$ cat src/design/bbs_defines.svh
// Timing and width constants for the buck-boost switch sequencer
`ifndef BBS_DEFINES_SVH
`define BBS_DEFINES_SVH

// ----------------------------------------------------------------
// Clock and rounding helpers
// ----------------------------------------------------------------
`define BBS_CLK_NS          20
`define BBS_CYC_UP(ns)      (((ns) + `BBS_CLK_NS - 1) / `BBS_CLK_NS)
`define BBS_CYC_DN(ns)      ((ns) / `BBS_CLK_NS)

// ----------------------------------------------------------------
// Times in ns and their cycle counts
// ----------------------------------------------------------------
`define BBS_PERIOD_NS       2000
`define BBS_PERIOD_CYC      `BBS_CYC_DN(`BBS_PERIOD_NS)
`define BBS_DEAD_NS         30
`define BBS_DEAD_CYC        `BBS_CYC_UP(`BBS_DEAD_NS)
`define BBS_MIN_ON_NS       100
`define BBS_MIN_ON_CYC      `BBS_CYC_UP(`BBS_MIN_ON_NS)
`define BBS_MIN_OFF_NS      100
`define BBS_MIN_OFF_CYC     `BBS_CYC_UP(`BBS_MIN_OFF_NS)
`define BBS_S1_MAX_CYC      (`BBS_PERIOD_CYC - `BBS_MIN_OFF_CYC)
`define BBS_BB_S2_NS        400
`define BBS_BB_S2_CYC       `BBS_CYC_UP(`BBS_BB_S2_NS)
`define BBS_SP1_NS          200
`define BBS_SP1_CYC         `BBS_CYC_UP(`BBS_SP1_NS)
`define BBS_SP2_NS          200
`define BBS_SP2_CYC         `BBS_CYC_UP(`BBS_SP2_NS)
`define BBS_SP3_NS          400
`define BBS_SP3_CYC         `BBS_CYC_UP(`BBS_SP3_NS)
`define BBS_WAKE_NS         2000
`define BBS_WAKE_CYC        `BBS_CYC_UP(`BBS_WAKE_NS)

// ----------------------------------------------------------------
// Widths
// ----------------------------------------------------------------
`define BBS_CNT_W           8
`define BBS_VOLT_W          12
`define BBS_DEAD_W          3

`endif

$ cat src/design/bbs_pkg.sv
// Types shared by the buck-boost switch sequencer
`default_nettype none

package bbs_pkg;

  // ----------------------------------------------------------------
  // Sequencer states, Gray along S1 -> S2 -> S3
  // ----------------------------------------------------------------
  typedef enum logic [2:0] {
    SEQ_OFF   = 3'h0,
    SEQ_S1    = 3'h1,
    SEQ_S2    = 3'h3,
    SEQ_S3    = 3'h2,
    SEQ_PASS  = 3'h6,
    SEQ_PAUSE = 3'h7,
    SEQ_SLEEP = 3'h5
  } bbs_state_t;

  // Conversion operation in force
  typedef enum logic [1:0] {
    OP_BUCK  = 2'h0,
    OP_BOOST = 2'h1,
    OP_BB    = 2'h3
  } bbs_op_t;

  // Four gate commands, one bit per switch
  typedef struct packed {
    logic input_high_switch;
    logic input_low_switch;
    logic output_low_switch;
    logic output_high_switch;
  } bbs_gates_t;

  // Comparator and regulation loop inputs
  typedef struct packed {
    logic peak;       // Inductor current at peak
    logic psm_entry;  // Current at power-save entry level
    logic light;      // Load lighter still
    logic vout_high;  // Loop sees output rise
    logic vout_low;   // Output back at set point
    logic win_in;     // Input inside conduction window
    logic acm_up;     // Loop asks for a state one pulse
    logic acm_down;   // Loop asks for a state three pulse
  } bbs_cmp_t;

endpackage

`default_nettype wire

$ cat src/design/bbs_seq.sv
// Four-switch buck-boost sequencer with power-save and conduction window
//
// Notes on behaviour
// - State one: input high, output low on
// - State two: both high switches on
// - State three: input low, output high on
// - Buck cycle starts in state two
// - Buck peak current moves two to three
// - Next clock pulse returns buck to two
// - Buck holds while off-time meets minimum
// - Boost cycle starts in state one
// - Boost goes one to two after sampling
// - Boost duty capped by minimum off-time
// - Short on or off-time selects buck-boost
// - Buck-boost runs one, two, three
// - Mode pin low enables power save
// - Below entry level, timed single pulses
// - Lighter load: pulses at quarter rate
// - Output rise stops: pause or sleep
// - Sleep holds lows on, timed wake
// - Automatic conduction dwells in state two
// - Inside window both high switches on
// - Window only after soft-start done
// - Window keeps current limit, bias off in power save
// - Window bounds from target and hysteresis
`default_nettype none
`include "bbs_defines.svh"

module bbs_seq
  import bbs_pkg::*;
(
  input  wire logic                   core_clk_i,
  input  wire logic                   rst_n_i,
  input  wire logic                   run_i,
  input  wire logic                   mode_sel_i,
  input  wire logic                   sleep_en_i,
  input  wire logic                   pcm_en_i,
  input  wire logic                   softstart_done_i,
  input  wire logic                   vin_above_vout_i,
  input  wire logic                   buck_off_short_i,
  input  wire logic                   boost_on_short_i,
  input  wire bbs_cmp_t               cmp_i,
  input  wire logic [`BBS_VOLT_W-1:0] vout_target_i,
  input  wire logic [`BBS_VOLT_W-1:0] win_low_hyst_i,
  output var  bbs_gates_t             gates_o,
  output var  bbs_state_t             state_o,
  output var  bbs_op_t                op_mode_o,
  output var  logic                   deep_sleep_o,
  output var  logic                   bias_off_o,
  output var  logic [`BBS_VOLT_W-1:0] win_upper_o,
  output var  logic [`BBS_VOLT_W-1:0] win_lower_o
);

  // ----------------------------------------------------------------
  // Decoding functions
  // ----------------------------------------------------------------

  // Gate pattern of each state
  function automatic bbs_gates_t gates_of(input bbs_state_t s);
    bbs_gates_t g;
    g = '0;
    case (s)
      SEQ_S1:    g = 4'hA;
      SEQ_S2:    g = 4'h9;
      SEQ_S3:    g = 4'h5;
      SEQ_PASS:  g = 4'h9;
      SEQ_SLEEP: g = 4'h6;
      default:   g = 4'h0;
    endcase
    return g;
  endfunction

  // First state of a fresh switching cycle
  function automatic bbs_state_t start_of(input bbs_op_t m, input logic pass);
    bbs_state_t s;
    if (pass)
      s = SEQ_PASS;
    else if (m == OP_BUCK)
      s = SEQ_S2;
    else
      s = SEQ_S1;
    return s;
  endfunction

  // ----------------------------------------------------------------
  // Comparator synchronisation
  // ----------------------------------------------------------------
  bbs_cmp_t c_s;  // Synchronised comparator bundle

  bbs_sync #(
    .W ($bits(bbs_cmp_t))
  ) u_sync (
    .core_clk_i (core_clk_i),
    .rst_n_i    (rst_n_i),
    .d_i        (cmp_i),
    .q_o        (c_s)
  );

  // ----------------------------------------------------------------
  // Registers
  // ----------------------------------------------------------------
  bbs_state_t             st_q;     // Sequencer state
  bbs_state_t             st_d;
  logic                   acm_q;    // Current S1 or S3 is a short pulse
  logic                   acm_d;
  logic [`BBS_CNT_W-1:0]  cnt_q;    // Cycles spent in this state
  logic [`BBS_CNT_W-1:0]  per_q;    // Switching period divider
  logic                   pulse_q;  // Internal clock pulse
  logic [1:0]             qtr_q;    // Divides pulses by four
  bbs_op_t                op_q;     // Operation in force
  logic [`BBS_DEAD_W-1:0] dt_q;     // Dead interval countdown

  // ----------------------------------------------------------------
  // Mode decode
  // ----------------------------------------------------------------
  wire psm_on   = ~mode_sel_i;
  wire sp_act   = psm_on & c_s.psm_entry;
  wire acm_act  = psm_on & ~c_s.psm_entry & (op_q == OP_BB);
  wire pass_ok  = pcm_en_i & softstart_done_i & c_s.win_in;
  wire sleep_go = sp_act & c_s.vout_high;
  wire sp_start = pulse_q & (~c_s.light | (qtr_q == 2'h0));
  wire go_start = sp_act ? sp_start : pulse_q;

  // Buck-boost when either timer limit is hit, else by input level
  wire bb_need  = boost_on_short_i | buck_off_short_i;
  wire bbs_op_t op_d = bb_need ? OP_BB :
                       vin_above_vout_i ? OP_BUCK : OP_BOOST;

  // Count thresholds
  wire min_on_ok = cnt_q >= `BBS_CNT_W'(`BBS_MIN_ON_CYC);
  wire s1_max    = cnt_q >= `BBS_CNT_W'(`BBS_S1_MAX_CYC);
  wire sp1_done  = cnt_q >= `BBS_CNT_W'(`BBS_SP1_CYC);
  wire sp2_done  = cnt_q >= `BBS_CNT_W'(`BBS_SP2_CYC);
  wire sp3_done  = cnt_q >= `BBS_CNT_W'(`BBS_SP3_CYC);
  wire bb2_done  = cnt_q >= `BBS_CNT_W'(`BBS_BB_S2_CYC);
  wire wake_done = cnt_q >= `BBS_CNT_W'(`BBS_WAKE_CYC);

  // Peak is sampled at the end of state one, bounded by duty cap
  wire s1_done = acm_q  ? min_on_ok :
                 sp_act ? sp1_done :
                 ((c_s.peak & min_on_ok) | s1_max);

  // ----------------------------------------------------------------
  // Switching clock divider
  // ----------------------------------------------------------------

  // One-cycle pulse per switching period, plus quarter counter
  always_ff @(posedge core_clk_i or negedge rst_n_i)
  begin
    if (!rst_n_i)
    begin
      per_q   <= '0;
      pulse_q <= 1'b0;
      qtr_q   <= 2'h0;
    end
    else
    begin
      pulse_q <= (per_q == `BBS_CNT_W'(`BBS_PERIOD_CYC - 1));
      per_q   <= (per_q == `BBS_CNT_W'(`BBS_PERIOD_CYC - 1)) ? '0 : per_q + 1'b1;
      if (pulse_q)
        qtr_q <= qtr_q + 2'h1;
    end
  end

  // ----------------------------------------------------------------
  // Next-state logic
  // ----------------------------------------------------------------

  // Transitions of the switching state machine
  always_comb
  begin
    st_d  = st_q;
    acm_d = acm_q;
    if (!run_i)
    begin
      // Stopped: all switches off
      st_d  = SEQ_OFF;
      acm_d = 1'b0;
    end
    else
    begin
      case (st_q)
        SEQ_OFF:
        begin
          acm_d = 1'b0;
          if (sleep_go)
            st_d = sleep_en_i ? SEQ_SLEEP : SEQ_PAUSE;
          else if (pass_ok)
            st_d = SEQ_PASS;
          else if (go_start)
            st_d = sp_act ? SEQ_S1 : start_of(op_q, 1'b0);
        end
        SEQ_S1:
        begin
          // Magnetisation for boost, buck-boost and power-save single pulses
          if (s1_done)
          begin
            st_d  = SEQ_S2;
            acm_d = 1'b0;
          end
        end
        SEQ_S2:
        begin
          if (acm_act && !sp_act)
          begin
            // Dwell here; short pulses only on demand
            if (pulse_q && c_s.acm_up)
            begin
              st_d  = SEQ_S1;
              acm_d = 1'b1;
            end
            else if (pulse_q && c_s.acm_down)
            begin
              st_d  = SEQ_S3;
              acm_d = 1'b1;
            end
          end
          else if (sp_act)
          begin
            if (sp2_done)
              st_d = SEQ_S3;
          end
          else if (op_q == OP_BUCK)
          begin
            if (c_s.peak)
              st_d = SEQ_S3;
          end
          else if (op_q == OP_BOOST)
          begin
            if (pulse_q)
              st_d = start_of(op_q, pass_ok);
          end
          else if (bb2_done)
            st_d = SEQ_S3;
        end
        SEQ_S3:
        begin
          if (acm_q)
          begin
            // Minimum-length demagnetisation pulse
            if (min_on_ok)
            begin
              st_d  = SEQ_S2;
              acm_d = 1'b0;
            end
          end
          else if (sp_act)
          begin
            if (sp3_done)
              st_d = SEQ_OFF;
          end
          else if (pulse_q)
            st_d = start_of(op_q, pass_ok);
        end
        SEQ_PASS:
        begin
          // Window exit or peak limit ends the pass-through
          if (!pass_ok)
            st_d = SEQ_OFF;
          else if (c_s.peak)
            st_d = SEQ_S3;
        end
        SEQ_PAUSE:
        begin
          if (c_s.vout_low)
            st_d = SEQ_OFF;
        end
        SEQ_SLEEP:
        begin
          // Wake only after the output stayed low for the wake time
          if (c_s.vout_low && wake_done)
            st_d = SEQ_OFF;
        end
        default:
        begin
          st_d = SEQ_OFF;
        end
      endcase
    end
  end

  // ----------------------------------------------------------------
  // State registers
  // ----------------------------------------------------------------

  // State, dwell counter and operation
  always_ff @(posedge core_clk_i or negedge rst_n_i)
  begin
    if (!rst_n_i)
    begin
      st_q  <= SEQ_OFF;
      acm_q <= 1'b0;
      cnt_q <= '0;
      op_q  <= OP_BUCK;
    end
    else
    begin
      st_q  <= st_d;
      acm_q <= acm_d;
      op_q  <= op_d;
      if (st_d != st_q || (st_q == SEQ_SLEEP && !c_s.vout_low))
        cnt_q <= '0;
      else if (cnt_q != '1)
        cnt_q <= cnt_q + 1'b1;
    end
  end

  // ----------------------------------------------------------------
  // Gate drive with dead interval
  // ----------------------------------------------------------------
  wire bbs_gates_t tgt = gates_of(st_q);
  wire bbs_gates_t cut = gates_o & ~tgt;  // Switches to be turned off

  // Switches only turning on move at once; any turn-off first leaves
  // the common part, so a leg never swaps inside one cycle
  always_ff @(posedge core_clk_i or negedge rst_n_i)
  begin
    if (!rst_n_i)
    begin
      gates_o <= '0;
      dt_q    <= '0;
    end
    else if (dt_q != '0)
      dt_q <= dt_q - 1'b1;
    else if (gates_o != tgt)
    begin
      if (cut == '0)
        gates_o <= tgt;
      else
      begin
        gates_o <= gates_o & tgt;
        dt_q    <= `BBS_DEAD_W'(`BBS_DEAD_CYC);
      end
    end
  end

  // ----------------------------------------------------------------
  // Status and window outputs
  // ----------------------------------------------------------------
  wire [`BBS_VOLT_W-1:0] win_lo_d = (win_low_hyst_i > vout_target_i) ? '0 :
                                    vout_target_i - win_low_hyst_i;

  // Registered status, bias control and window bounds
  always_ff @(posedge core_clk_i or negedge rst_n_i)
  begin
    if (!rst_n_i)
    begin
      state_o      <= SEQ_OFF;
      op_mode_o    <= OP_BUCK;
      deep_sleep_o <= 1'b0;
      bias_off_o   <= 1'b0;
      win_upper_o  <= '0;
      win_lower_o  <= '0;
    end
    else
    begin
      state_o      <= st_q;
      op_mode_o    <= op_q;
      deep_sleep_o <= (st_q == SEQ_SLEEP);
      bias_off_o   <= (st_q == SEQ_PASS) & ~mode_sel_i;
      win_upper_o  <= vout_target_i;
      win_lower_o  <= win_lo_d;
    end
  end
endmodule

`default_nettype wire

$ cat src/design/bbs_sync.sv
// Two-flop synchroniser for comparator levels
`default_nettype none

module bbs_sync #(
  parameter int W = 8
) (
  input  wire logic         core_clk_i,
  input  wire logic         rst_n_i,
  input  wire logic [W-1:0] d_i,
  output var  logic [W-1:0] q_o
);

  // ----------------------------------------------------------------
  // Synchroniser chain
  // ----------------------------------------------------------------
  logic [W-1:0] meta_q;  // First stage, read by the second only

  // Both stages clear to zero under reset
  always_ff @(posedge core_clk_i or negedge rst_n_i)
  begin
    if (!rst_n_i)
    begin
      meta_q <= '0;
      q_o    <= '0;
    end
    else
    begin
      meta_q <= d_i;
      q_o    <= meta_q;
    end
  end

endmodule

`default_nettype wire

$ cat config.mk
export PLATFORM = sky130hd
export DESIGN_NAME = bbs_seq
export DESIGN_NICKNAME = d
export VERILOG_FILES = /design/src/design/bbs_pkg.sv /design/src/design/bbs_seq.sv /design/src/design/bbs_sync.sv
export VERILOG_INCLUDE_DIRS = /design/src /design/src/design
export SDC_FILE = /design/constraint.sdc
export NUM_CORES = 1
export LEC_CHECK = 0
export ABC_CLOCK_PERIOD_IN_PS = 3000
export BUFFER_PORTS_ARGS = -buffer_cell sky130_fd_sc_hd__buf_2
export CORE_ASPECT_RATIO = 1.4
export CORE_MARGIN = 2
export CORE_UTILIZATION = 55
export CTS_BUF_LIST = sky130_fd_sc_hd__clkbuf_8 sky130_fd_sc_hd__clkbuf_16
export DETAILED_ROUTE_END_ITERATION = 16
export PLACE_DENSITY = 0.79
export SYNTH_ARGS = -nofsm -noshare
export SYNTH_HDL_FRONTEND = slang
export SYNTH_HIERARCHICAL = 1
export SYNTH_SLANG_ARGS = --single-unit
$ cat constraint.sdc
create_clock -name core_clk_i -period 3 [get_ports core_clk_i]
set_input_delay 0.15 -clock core_clk_i [delete_from_list [all_inputs] [get_ports core_clk_i]]
set_output_delay 0.15 -clock core_clk_i [all_outputs]
set_load 0.05 [all_outputs]
==> metrics.txt, run 1 <==
Tcrit/Tclk final=97.5%; Min-Delay Path Class=input pin to flip-flop; initial antenna violation count=0; via count=~3200; RSZ-0062 raised after global routing=false; Avg Cell Area, Syn=approximately 11 sq um; Slew @ Worst Pin=about 960 ps; crit-path max cell delay=530 ps; Synth Instances=377; first-pass GRT wire length=14200 um; DP Area=about 0.0044 sq mm; Max-slew headroom=36.0%; LEAKAGE=0.00242 uW; switching share of power=34.4%; post-CTS setup repair buffer count=0; final core occ=69.9%; Worst setup EP type=flip-flop; Worst setup SP type=input pin; CTS root buffer=clkbuf_8; clk sinks=79; status=completed; Post-Syn Area=around 0.004 sq mm; Yosys warnings=6; die height=105 um; P&R area growth vs syn=22.6%; IO Count=77; port bufs=between 70 and 80; GP Congestion=a little under 0.9; Comb pwr share=29.3%; Mapped Nets=448; #FFs+latches synth=79; family with the most delay on the worst path=compound AO/OA/AOI/OAI gates; CP Class=input pin to flip-flop; CTS tree=yes; Vias/cell=5.50; PD cells=between 600 and 700 mW/mm^2; critical path cell sequence=dlygate4sd3_1 -> buf_2 -> fa_1 -> a21o_1 -> a2111o_1 -> a21oi_2 -> o21bai_2 -> a311oi_4 -> nor4b_1 -> or4_1; First DRT Iteration DRCs=246; CTS Buf Count=9; row count=36; Buf/Inv on CP=2; number of global-route vias before repair=3214; Worst VDD drop=0.000384 V; die span in x=approximately 76 um; most frequent cells in the layout=79 x dfrtp_1, 75 x buf_2, 34 x inv_1, 31 x nor2_1, 28 x ha_1; Sw Pwr=1030 uW; crit path max-delay cell type=dlygate4sd3_1; asr flop ratio synth=100%; minimum clock period=2930 ps; most common cell after layout, fill and taps aside=dfrtp_1; post-cts sizing count=0; Final Max Slew Viols=0; clk slew on worst S/H paths=80 ps; DR DRC count=0; Clock Path Buffers=2; grt ovf=0; Final Setup Violations=0; Overall Global Routing Usage=between 20% and 30%; fin area=0.00488 sq mm; largest net degree at the start of global routing=80; Pint=about 2000 uW; Reg power frac=42.6%; Post-DP HPWL=~5700 um; Routed Wire Length=roughly 8300 um; htree depth=3; setup TNS=0 ps; Max Freq=0.342 GHz; Required @ worst endpoint=about 3200 ps; Synth Flop Type=dfrtp_1; layout cell share with drive strength beyond 1=23.0%; crit-path max FO=3; final antenna-violating net count=0; wire length per cell=about 14 um; First-pass DRT Iterations=4; CP arrival=3140 ps; power share of the clock group=28.1%; EDFF count, synth=0; nets=between 500 and 600; starting density of the core=57.1%; diode count=0; distinct cell type count after synthesis=approximately 60; Final Hold Vio Count=0; sequential-to-total area share from yosys stat=a little under 50%; Core ar.=0.00698 sq mm; die area=0.00795 sq mm; Max-Cap Viols=0; Setup Skew=around 10 ps; worst skew pair latency=350 ps
## routing by layer
metal  global-route usage, %  routed length, um  vias up
met5                       0                  0        -
met4                    9.87                197        0
met3                    6.22                560       21
met2                    38.4               4300      110
met1                    25.9               3280     1528
li1                        -                  -     1522
## state kept, by name (all words and copies together), names as in the netlist, 2 cells and up
signal         flops
state_o            3
gates_o            4
win_upper_o       12
st_q               3
u_sync/meta_q      8
win_lower_o       12
u_sync/q_o         8
cnt_q              8
dt_q               3
per_q              8
qtr_q              2
op_mode_o          2
op_q               2
## path summary, 6_finish.rpt
kind | from | to | slack (ps) | depth (start not counted)
max | vout_target_i[1] | win_lower_o[11]$_DFF_PN0_ | 70 | 10
min | boost_on_short_i | op_q[1]$_DFF_PN0_ | 20 | 3
max reg2reg | cnt_q[2]$_DFFE_PN0P_ | cnt_q[6]$_DFFE_PN0P_ | 430 | 7
min reg2reg | u_sync/meta_q[0]$_DFF_PN0_ | u_sync/q_o[0]$_DFF_PN0_ | 350 | 0
max in group asynchronous | rst_n_i | cnt_q[5]$_DFFE_PN0P_ | 1880 | 2
min in group asynchronous | rst_n_i | gates_o[2]$_DFFE_PN0P_ | 470 | 2
## tightest hold or removal path, delay by kind of cell
family | cells | cell delay, ps
AND/OR/NAND/NOR | 1 | 50
buffers and inverters | 2 | 130
## stage by stage
stage | hold slack, ps | power [uW] | worst slack [ps] | instances
6_report | 17.5 | 3000 | 74.0 | 578
5_1_grt | 3.55 | 3170 | 14.6 | 578
4_1_cts | 3.10 | 3020 | 77.8 | 578
3_5_place_dp | 259 | 2150 | 64.2 | 539
3_3_place_gp | 259 | 2110 | 179 | 539
2_1_floorplan | -146 | 1910 | 410 | 377
## Yosys cell counts, types with 2 or more instances
master / number / area share (%)
inv_1: 33 / 3.1
a32oi_1: 2 / 0.44
ha_1: 28 / 8.8
nor4bb_1: 2 / 0.50
and2_1: 3 / 0.47
o2111ai_1: 2 / 0.44
o211ai_1: 4 / 0.75
a211oi_2: 2 / 0.63
dfrtp_1: 79 / 50
nand2b_1: 11 / 1.7
nand3_1: 13 / 1.6
a211oi_1: 4 / 0.75
and3_1: 7 / 1.1
xnor2_1: 9 / 2.0
nand2_1: 22 / 2.1
a21oi_1: 7 / 0.88
o21ai_0: 21 / 2.6
nand4_1: 7 / 1.1
a31oi_1: 8 / 1.3
or4_1: 2 / 0.38
clkbuf_1: 2 / 0.19
nor2_1: 31 / 2.9
buf_2: 6 / 0.75
and2_2: 2 / 0.38
xor2_1: 7 / 1.5
nor2b_1: 6 / 0.94
a31o_2: 2 / 0.44
mux2i_1: 6 / 1.5
nor3_1: 7 / 0.88
nand3b_1: 2 / 0.38
o31ai_1: 2 / 0.38
nor4_1: 3 / 0.47
a21o_1: 4 / 0.75
or2_2: 4 / 0.63
## final cells by class
cell class                 count  area (sq um)
tap                           95           119
clock buffer                   9           124
multi-input combinational    255          1830
timing repair buffer         100           621
fill                         536          2100
sequential                    79          1980
inverter                      33           124
clock inverter                 7          88.8
## cell families (layout without fill, tap and decap cells)
group / after synthesis / in the layout / share of synthesized area (%)
flip-flops: 79 / 79 / 49.6
buffers and inverters: 43 / 149 / 4.46
XOR/XNOR: 16 / 16 / 3.52
AND/OR/NAND/NOR: 130 / 130 / 17.6
multiplexers: 7 / 7 / 1.79
AO/OA/AOI/OAI: 73 / 73 / 13.8
adder cells (fa/ha/maj): 29 / 29 / 9.30
## power groups by stage
stage / registers, uW / clock network [uW] / logic [uW]
5_1_grt: 1290 / 904 / 973
6_report: 1270 / 843 / 878
2_1_floorplan: 1450 / 0 / 460
3_5_place_dp: 1290 / 0 / 858
3_3_place_gp: 1290 / 0 / 822
4_1_cts: 1270 / 857 / 885
## repair_timing
action / CTS / global route
hold buffers: 23 / 0
hold endpoints to repair: 101 / 0
endpoints found under the setup margin: 0 / 1
Note: power is estimated with default switching activity, not from simulation.
==> inputs of run 2 (changes only) <==
- CTS_BUF_LIST: sky130_fd_sc_hd__clkbuf_8 sky130_fd_sc_hd__clkbuf_16 -> default
- GPL_TIMING_DRIVEN: default -> 0
==> run 2 against run 1 <==
Sequential power hardly changed. Register-to-register slack worse by 150 ps. Sequential share of layout area is 0.82 points lower. Fmax is 1.0% higher. Highest routed layer unchanged. Sequential cell count stayed put.
==> metrics.txt, run 2 (synthesized netlist as in run 1, its figures left out) <==
CTS Buf Count=9 (unchanged); DR DRC count=0 (unchanged); Max-slew headroom=60.6% (was 36.0%); port bufs=76 (unchanged); Worst Reg-to-Reg Cells=8 (was 7); most frequent cells in the layout=81 x buf_2, 79 x dfrtp_1, 33 x inv_1, 31 x nor2_1, 28 x ha_1 (was 79 x dfrtp_1, 75 x buf_2, 34 x inv_1, 31 x nor2_1, 28 x ha_1); Post-DP HPWL=6030 um (was 5720 um); CTS root buffer=clkbuf_8 (unchanged); First-pass DRT Iterations=4 (unchanged); Core ar.=0.00698 sq mm (unchanged); setup TNS=0 ps (unchanged); Overall Global Routing Usage=23.8% (was 22.3%); final antenna-violating net count=0 (unchanged); via count=3255 (was 3181); reg2reg end=cnt_q[6]$_DFFE_PN0P_ (unchanged); number of global-route vias before repair=3401 (was 3214); largest net degree at the start of global routing=55 (was 80); Max-Cap Viols=0 (unchanged); hold endpoint=op_q[0]$_DFF_PN0_ (was op_q[1]$_DFF_PN0_); Final Hold Vio Count=0 (unchanged); status=completed (unchanged); Cells after DPL=549 (was 539); min-delay src=boost_on_short_i (unchanged); Vias/cell=5.51 (was 5.50); flop2flop setup slack=280 ps (was 430 ps); Tcrit/Tclk final=96.5% (was 97.5%); diode count=0 (unchanged); GP Congestion=0.906 (was 0.890); die area=0.00795 sq mm (unchanged); worst r2r src=cnt_q[3]$_DFFE_PN0P_ (was cnt_q[2]$_DFFE_PN0P_); Routed Wire Length=8940 um (was 8330 um); clk slew on worst S/H paths=80 ps (about the same); PD cells=596 mW/mm^2 (was 614 mW/mm^2); Final Setup Violations=0 (unchanged); most common cell after layout, fill and taps aside=buf_2 (was dfrtp_1); crit-path max cell delay=530 ps (about the same); first-pass GRT wire length=15100 um (was 14200 um); nets=562 (was 549); LEAKAGE=0.00248 uW (was 0.00242 uW); Setup Skew=8.38 ps (was 10.2 ps); Required @ worst endpoint=3220 ps (was 3210 ps); initial antenna violation count=0 (unchanged); grt ovf=0 (unchanged); crit-path max FO=3 (unchanged); layout cell share with drive strength beyond 1=24.6% (was 23.0%); Min-Delay Path Class=input pin to flip-flop (unchanged); CTS tree=yes (unchanged); CP arrival=3120 ps (was 3140 ps); Worst setup EP type=flip-flop (unchanged); minimum clock period=2900 ps (was 2930 ps); worst skew pair latency=340 ps (was 350 ps); Worst setup SP type=input pin (unchanged); wire length per cell=15.1 um (was 14.4 um); die height=105 um (unchanged); P&R area growth vs syn=25.1% (was 22.6%); htree depth=3 (unchanged); row count=36 (unchanged); Final Max Slew Viols=0 (unchanged); IO Count=77 (unchanged); CP Class=input pin to flip-flop (unchanged); critical path cell sequence=dlygate4sd3_1 -> buf_2 -> fa_1 -> a21o_1 -> a2111o_1 -> a21oi_2 -> o21bai_2 -> a311oi_4 -> nor4b_1 -> or4_1 (unchanged); die span in x=75.9 um (unchanged); clk sinks=79 (unchanged); Clock Path Buffers=2 (unchanged); Setup crit start=vout_target_i[1] (unchanged); Slew @ Worst Pin=585 ps (was 960 ps); Hold Path Cell Cnt=3 (unchanged); crit path max-delay cell type=dlygate4sd3_1 (unchanged); final cell count without fillers=591 (was 578); largest registers=win_lower_o: 12 flops, win_upper_o: 12 flops (unchanged); Max Freq=0.345 GHz (was 0.342 GHz); Worst VDD drop=0.000410 V (was 0.000384 V); First DRT Iteration DRCs=183 (was 246); RSZ-0062 raised after global routing=false (unchanged); starting density of the core=57.1% (unchanged)
## run 2: critical path: cells and delay by family
family | cells | cell delay, ps
AOI/OAI and AO/OA | 5 | 1240
buffers and inverters | 2 | 680
and+or+nand+nor | 2 | 570
adders and majority gates | 1 | 470
## run 2: what timing repair did
item	in CTS	in global routing
hold endpoints to repair	48	0
hold buffers	25	0
setup endpoints to repair	2	3
resized for setup	1	1
pin swaps	0	1
setup buffers	0	1
## run 2: area by class of cell
type	count	area [sq um]
Fill cell	506	2000
Sequential cell	79	1980
Multi-Input combinational cell	255	1840
Timing Repair Buffer	103	668
Clock buffer	10	138
Inverter	33	124
Tap cell	95	119
Clock inverter	6	60.1
Buffer	10	53.8
## run 2: metal layers
layer,vias to the layer above,global-route usage [%],part of all wire [%]
li1,1547,-,-
met1,1534,25.7,38
met2,143,42.3,52
met3,31,6.65,6.5
met4,0,12.2,3.3
met5,-,0,0
## run 2: how the worst max path moves through the flow
stage,to,slack [ps]
after floorplan,win_lower_o[11]$_DFF_PN0_,410
after global placement,dt_q[1]$_DFFE_PN0P_,30
after detailed placement,dt_q[1]$_DFFE_PN0P_,-40
after CTS,win_lower_o[11]$_DFF_PN0_,110
after global routing,win_lower_o[11]$_DFF_PN0_,30
final,win_lower_o[11]$_DFF_PN0_,100
## run 2: power by group
part	internal (uW)	switching (uW)	total (uW)
clock network	403	383	786
logic	345	590	935
registers	1170	73.7	1250
## run 2: metrics by stage
stage | utilization, % | instance area (sq um) | worst slack (ps) | power, uW | hold slack (ps)
after floorplan | - | 3980 | 410 | 1910 | -146
after global placement | 64.2 | 4480 | 32.4 | 2110 | 259
after detailed placement | 64.6 | 4510 | -42.0 | 2140 | 87.5
after CTS | 71.1 | 4970 | 113 | 2960 | 6.59
after global routing | 71.4 | 4980 | 28.9 | 3160 | 32.7
final | 71.4 | 4980 | 104 | 2970 | 46.9
==> inputs of run 3 (changes only) <==
- ABC_CLOCK_PERIOD_IN_PS: 3000 -> 2800
- clock period: 3 -> 2.8 ns (I/O delays scaled with it)
==> run 3 against run 2 <==
Clock skew fell by 1.0 ps. Clock power rose by 6.9%. Sequential share of layout area fell by 0.30 points. Final area rose by 0.75%. Worst hold slack improved by 2.5 ps. Sequential power rose by 7%. Power rose by 7.4%. Count of clock-buffer cells in the layout did not move. First-iteration DRC count rose by 8.7%. Cell count did not move.
==> metrics.txt, run 3 (synthesized netlist as in run 1, its figures left out) <==
First DRT Iteration DRCs=199 (was 183); LEAKAGE=0.00248 uW (about the same); minimum clock period=2740 ps; P&R area growth vs syn=26.0% (was 25.1%); Final Setup Violations=0 (unchanged); Hold WS=49.4 ps (was 46.9 ps); Required @ worst endpoint=3020 ps (was 3220 ps); Core ar.=0.00698 sq mm (unchanged); Vias/cell=5.54 (was 5.51); Min-Delay Path Class=input pin to flip-flop (unchanged); status=completed (unchanged); worst r2r src=cnt_q[3]$_DFFE_PN0P_ (unchanged); layout cell share with drive strength beyond 1=25.8% (was 24.6%); die height=105 um (unchanged); Cells after DPL=549 (unchanged); largest net degree at the start of global routing=55 (unchanged); Worst VDD drop=0.000435 V (was 0.000410 V); critical path cell sequence=dlygate4sd3_1 -> buf_2 -> ha_2 -> and3_1 -> a2111o_1 -> a21oi_2 -> o21bai_2 -> a311oi_4 -> nor4b_1 -> or4_1 (was dlygate4sd3_1 -> buf_2 -> fa_1 -> a21o_1 -> a2111o_1 -> a21oi_2 -> o21bai_2 -> a311oi_4 -> nor4b_1 -> or4_1); largest registers=win_lower_o: 12 flops, win_upper_o: 12 flops (unchanged); Tcrit/Tclk final=97.9%; Buf/Inv on CP=2 (unchanged); clk sinks=79 (unchanged); number of global-route vias before repair=3388 (was 3401); flop2flop setup slack=120 ps (was 280 ps); CTS root buffer=clkbuf_8 (unchanged); Max-slew headroom=57.8% (was 60.6%); IO Count=77 (unchanged); PD cells=635 mW/mm^2 (was 596 mW/mm^2); hold endpoint=win_lower_o[0]$_DFF_PN0_ (was op_q[0]$_DFF_PN0_); CTS tree=yes (unchanged); Slew @ Worst Pin=627 ps (was 585 ps); CP arrival=2960 ps (was 3120 ps); die area=0.00795 sq mm (unchanged); min-delay src=win_low_hyst_i[0] (was boost_on_short_i); wire length per cell=15.3 um (was 15.1 um); die span in x=75.9 um (unchanged); clk slew on worst S/H paths=80 ps (about the same); crit-path max FO=5 (was 3); port bufs=76 (unchanged); most frequent cells in the layout=81 x buf_2, 79 x dfrtp_1, 33 x inv_1, 31 x nor2_1, 26 x dlygate4sd3_1 (was 81 x buf_2, 79 x dfrtp_1, 33 x inv_1, 31 x nor2_1, 28 x ha_1); row count=36 (unchanged); Max Freq=0.365 GHz; most common cell after layout, fill and taps aside=buf_2 (unchanged); DR DRC count=0 (unchanged); final antenna-violating net count=0 (unchanged); Post-DP HPWL=6030 um (unchanged); Final Hold Vio Count=0 (unchanged); Worst Reg-to-Reg Cells=8 (unchanged); via count=3273 (was 3255); htree depth=3 (unchanged); grt ovf=0 (unchanged); Overall Global Routing Usage=23.5% (was 23.8%); CP Class=input pin to flip-flop (unchanged); Routed Wire Length=9040 um (was 8940 um); First-pass DRT Iterations=5 (was 4); reg2reg end=cnt_q[6]$_DFFE_PN0P_ (unchanged); diode count=0 (unchanged); CTS Buf Count=9 (unchanged); starting density of the core=57.1% (unchanged); GP Congestion=0.906 (unchanged); crit-path max cell delay=530 ps (about the same); final cell count without fillers=591 (unchanged); worst skew pair latency=350 ps (was 340 ps); Worst setup SP type=input pin (unchanged); crit path max-delay cell type=dlygate4sd3_1 (unchanged); Final Max Slew Viols=0 (unchanged); Setup Skew=7.34 ps (was 8.38 ps); initial antenna violation count=0 (unchanged); Hold Path Cell Cnt=3 (unchanged); Clock Path Buffers=2 (unchanged); Worst setup EP type=flip-flop (unchanged); Max-Cap Viols=0 (unchanged); family with the most delay on the worst path=compound AO/OA/AOI/OAI gates (unchanged); nets=562 (unchanged); first-pass GRT wire length=14900 um (was 15100 um)
-- run 3: cell count changes in the layout (fill, tap and decap cells not counted), sizes merged --
| cell | delta |
|---|---|
| clkbuf | -1 |
| dlygate4sd3 | +1 |
-- run 3: cell type report --
type | instances | area (sq um)
multi-input combinational | 255 | 1880
sequential | 79 | 1980
tap | 95 | 119
inverter | 33 | 124
fill | 491 | 1960
clock inverter | 6 | 60.1
timing repair buffer | 104 | 678
clock buffer | 10 | 138
buffer | 9 | 50.0
-- run 3: per-layer routing --
layer  track usage, %  share of wire [%]
met1             25.2                 39
met2             41.6                 52
met3             6.74                6.2
met4             12.7                3.0
met5                0                  0
-- run 3: metrics by stage --
step	area (sq um)	total power (uW)	TNS (ps)	setup slack [ps]	util (%)
after floorplan	3980	2050	0	220	-
after global placement	4480	2260	-380	-168	64.2
after detailed placement	4510	2290	-940	-242	64.6
after CTS	4980	3170	0	20.3	71.3
after global routing	5020	3390	-5.14	-5.14	71.9
final	5020	3190	0	59.6	71.9
-- run 3: worst max path at each step --
stage | start | endpoint | slack (ps) | cells after the start
2_1_floorplan | vout_target_i[0] | win_lower_o[11]$_DFF_PN0_ | 220 | 11
3_3_place_gp | st_q[2]$_DFF_PN0_ | dt_q[1]$_DFFE_PN0P_ | -170 | 9
3_5_place_dp | st_q[2]$_DFF_PN0_ | dt_q[1]$_DFFE_PN0P_ | -240 | 9
4_1_cts | vout_target_i[5] | win_lower_o[11]$_DFF_PN0_ | 20 | 10
5_1_grt | vout_target_i[5] | win_lower_o[11]$_DFF_PN0_ | -5 | 10
6_report | vout_target_i[5] | win_lower_o[11]$_DFF_PN0_ | 60 | 10
-- run 3: tightest hold or removal path, cell delays in order --
cell    delay, ps
buf_2          80
ha_1          110
nor2_1         40
-- run 3: timing repair --
| item | 4_1_cts | 5_1_grt |
|---|---|---|
| hold buffers | 26 | 0 |
| endpoints found under the hold margin | 48 | 0 |
| resized for setup | 1 | 8 |
| setup endpoints to repair | 6 | 25 |
| gates cloned | 0 | 0 |
| setup buffers | 0 | 1 |
| pin swaps | 0 | 2 |
-- run 3: report_power, final --
part / total (uW) / internal (uW) / switching [uW] / leakage (uW)
Clock: 840 / 431 / 409 / 0.0000981
Sequential: 1340 / 1260 / 81.4 / 0.000985
Combinational: 1010 / 375 / 634 / 0.00139
Total: 3190 / 2060 / 1120 / 0.00248
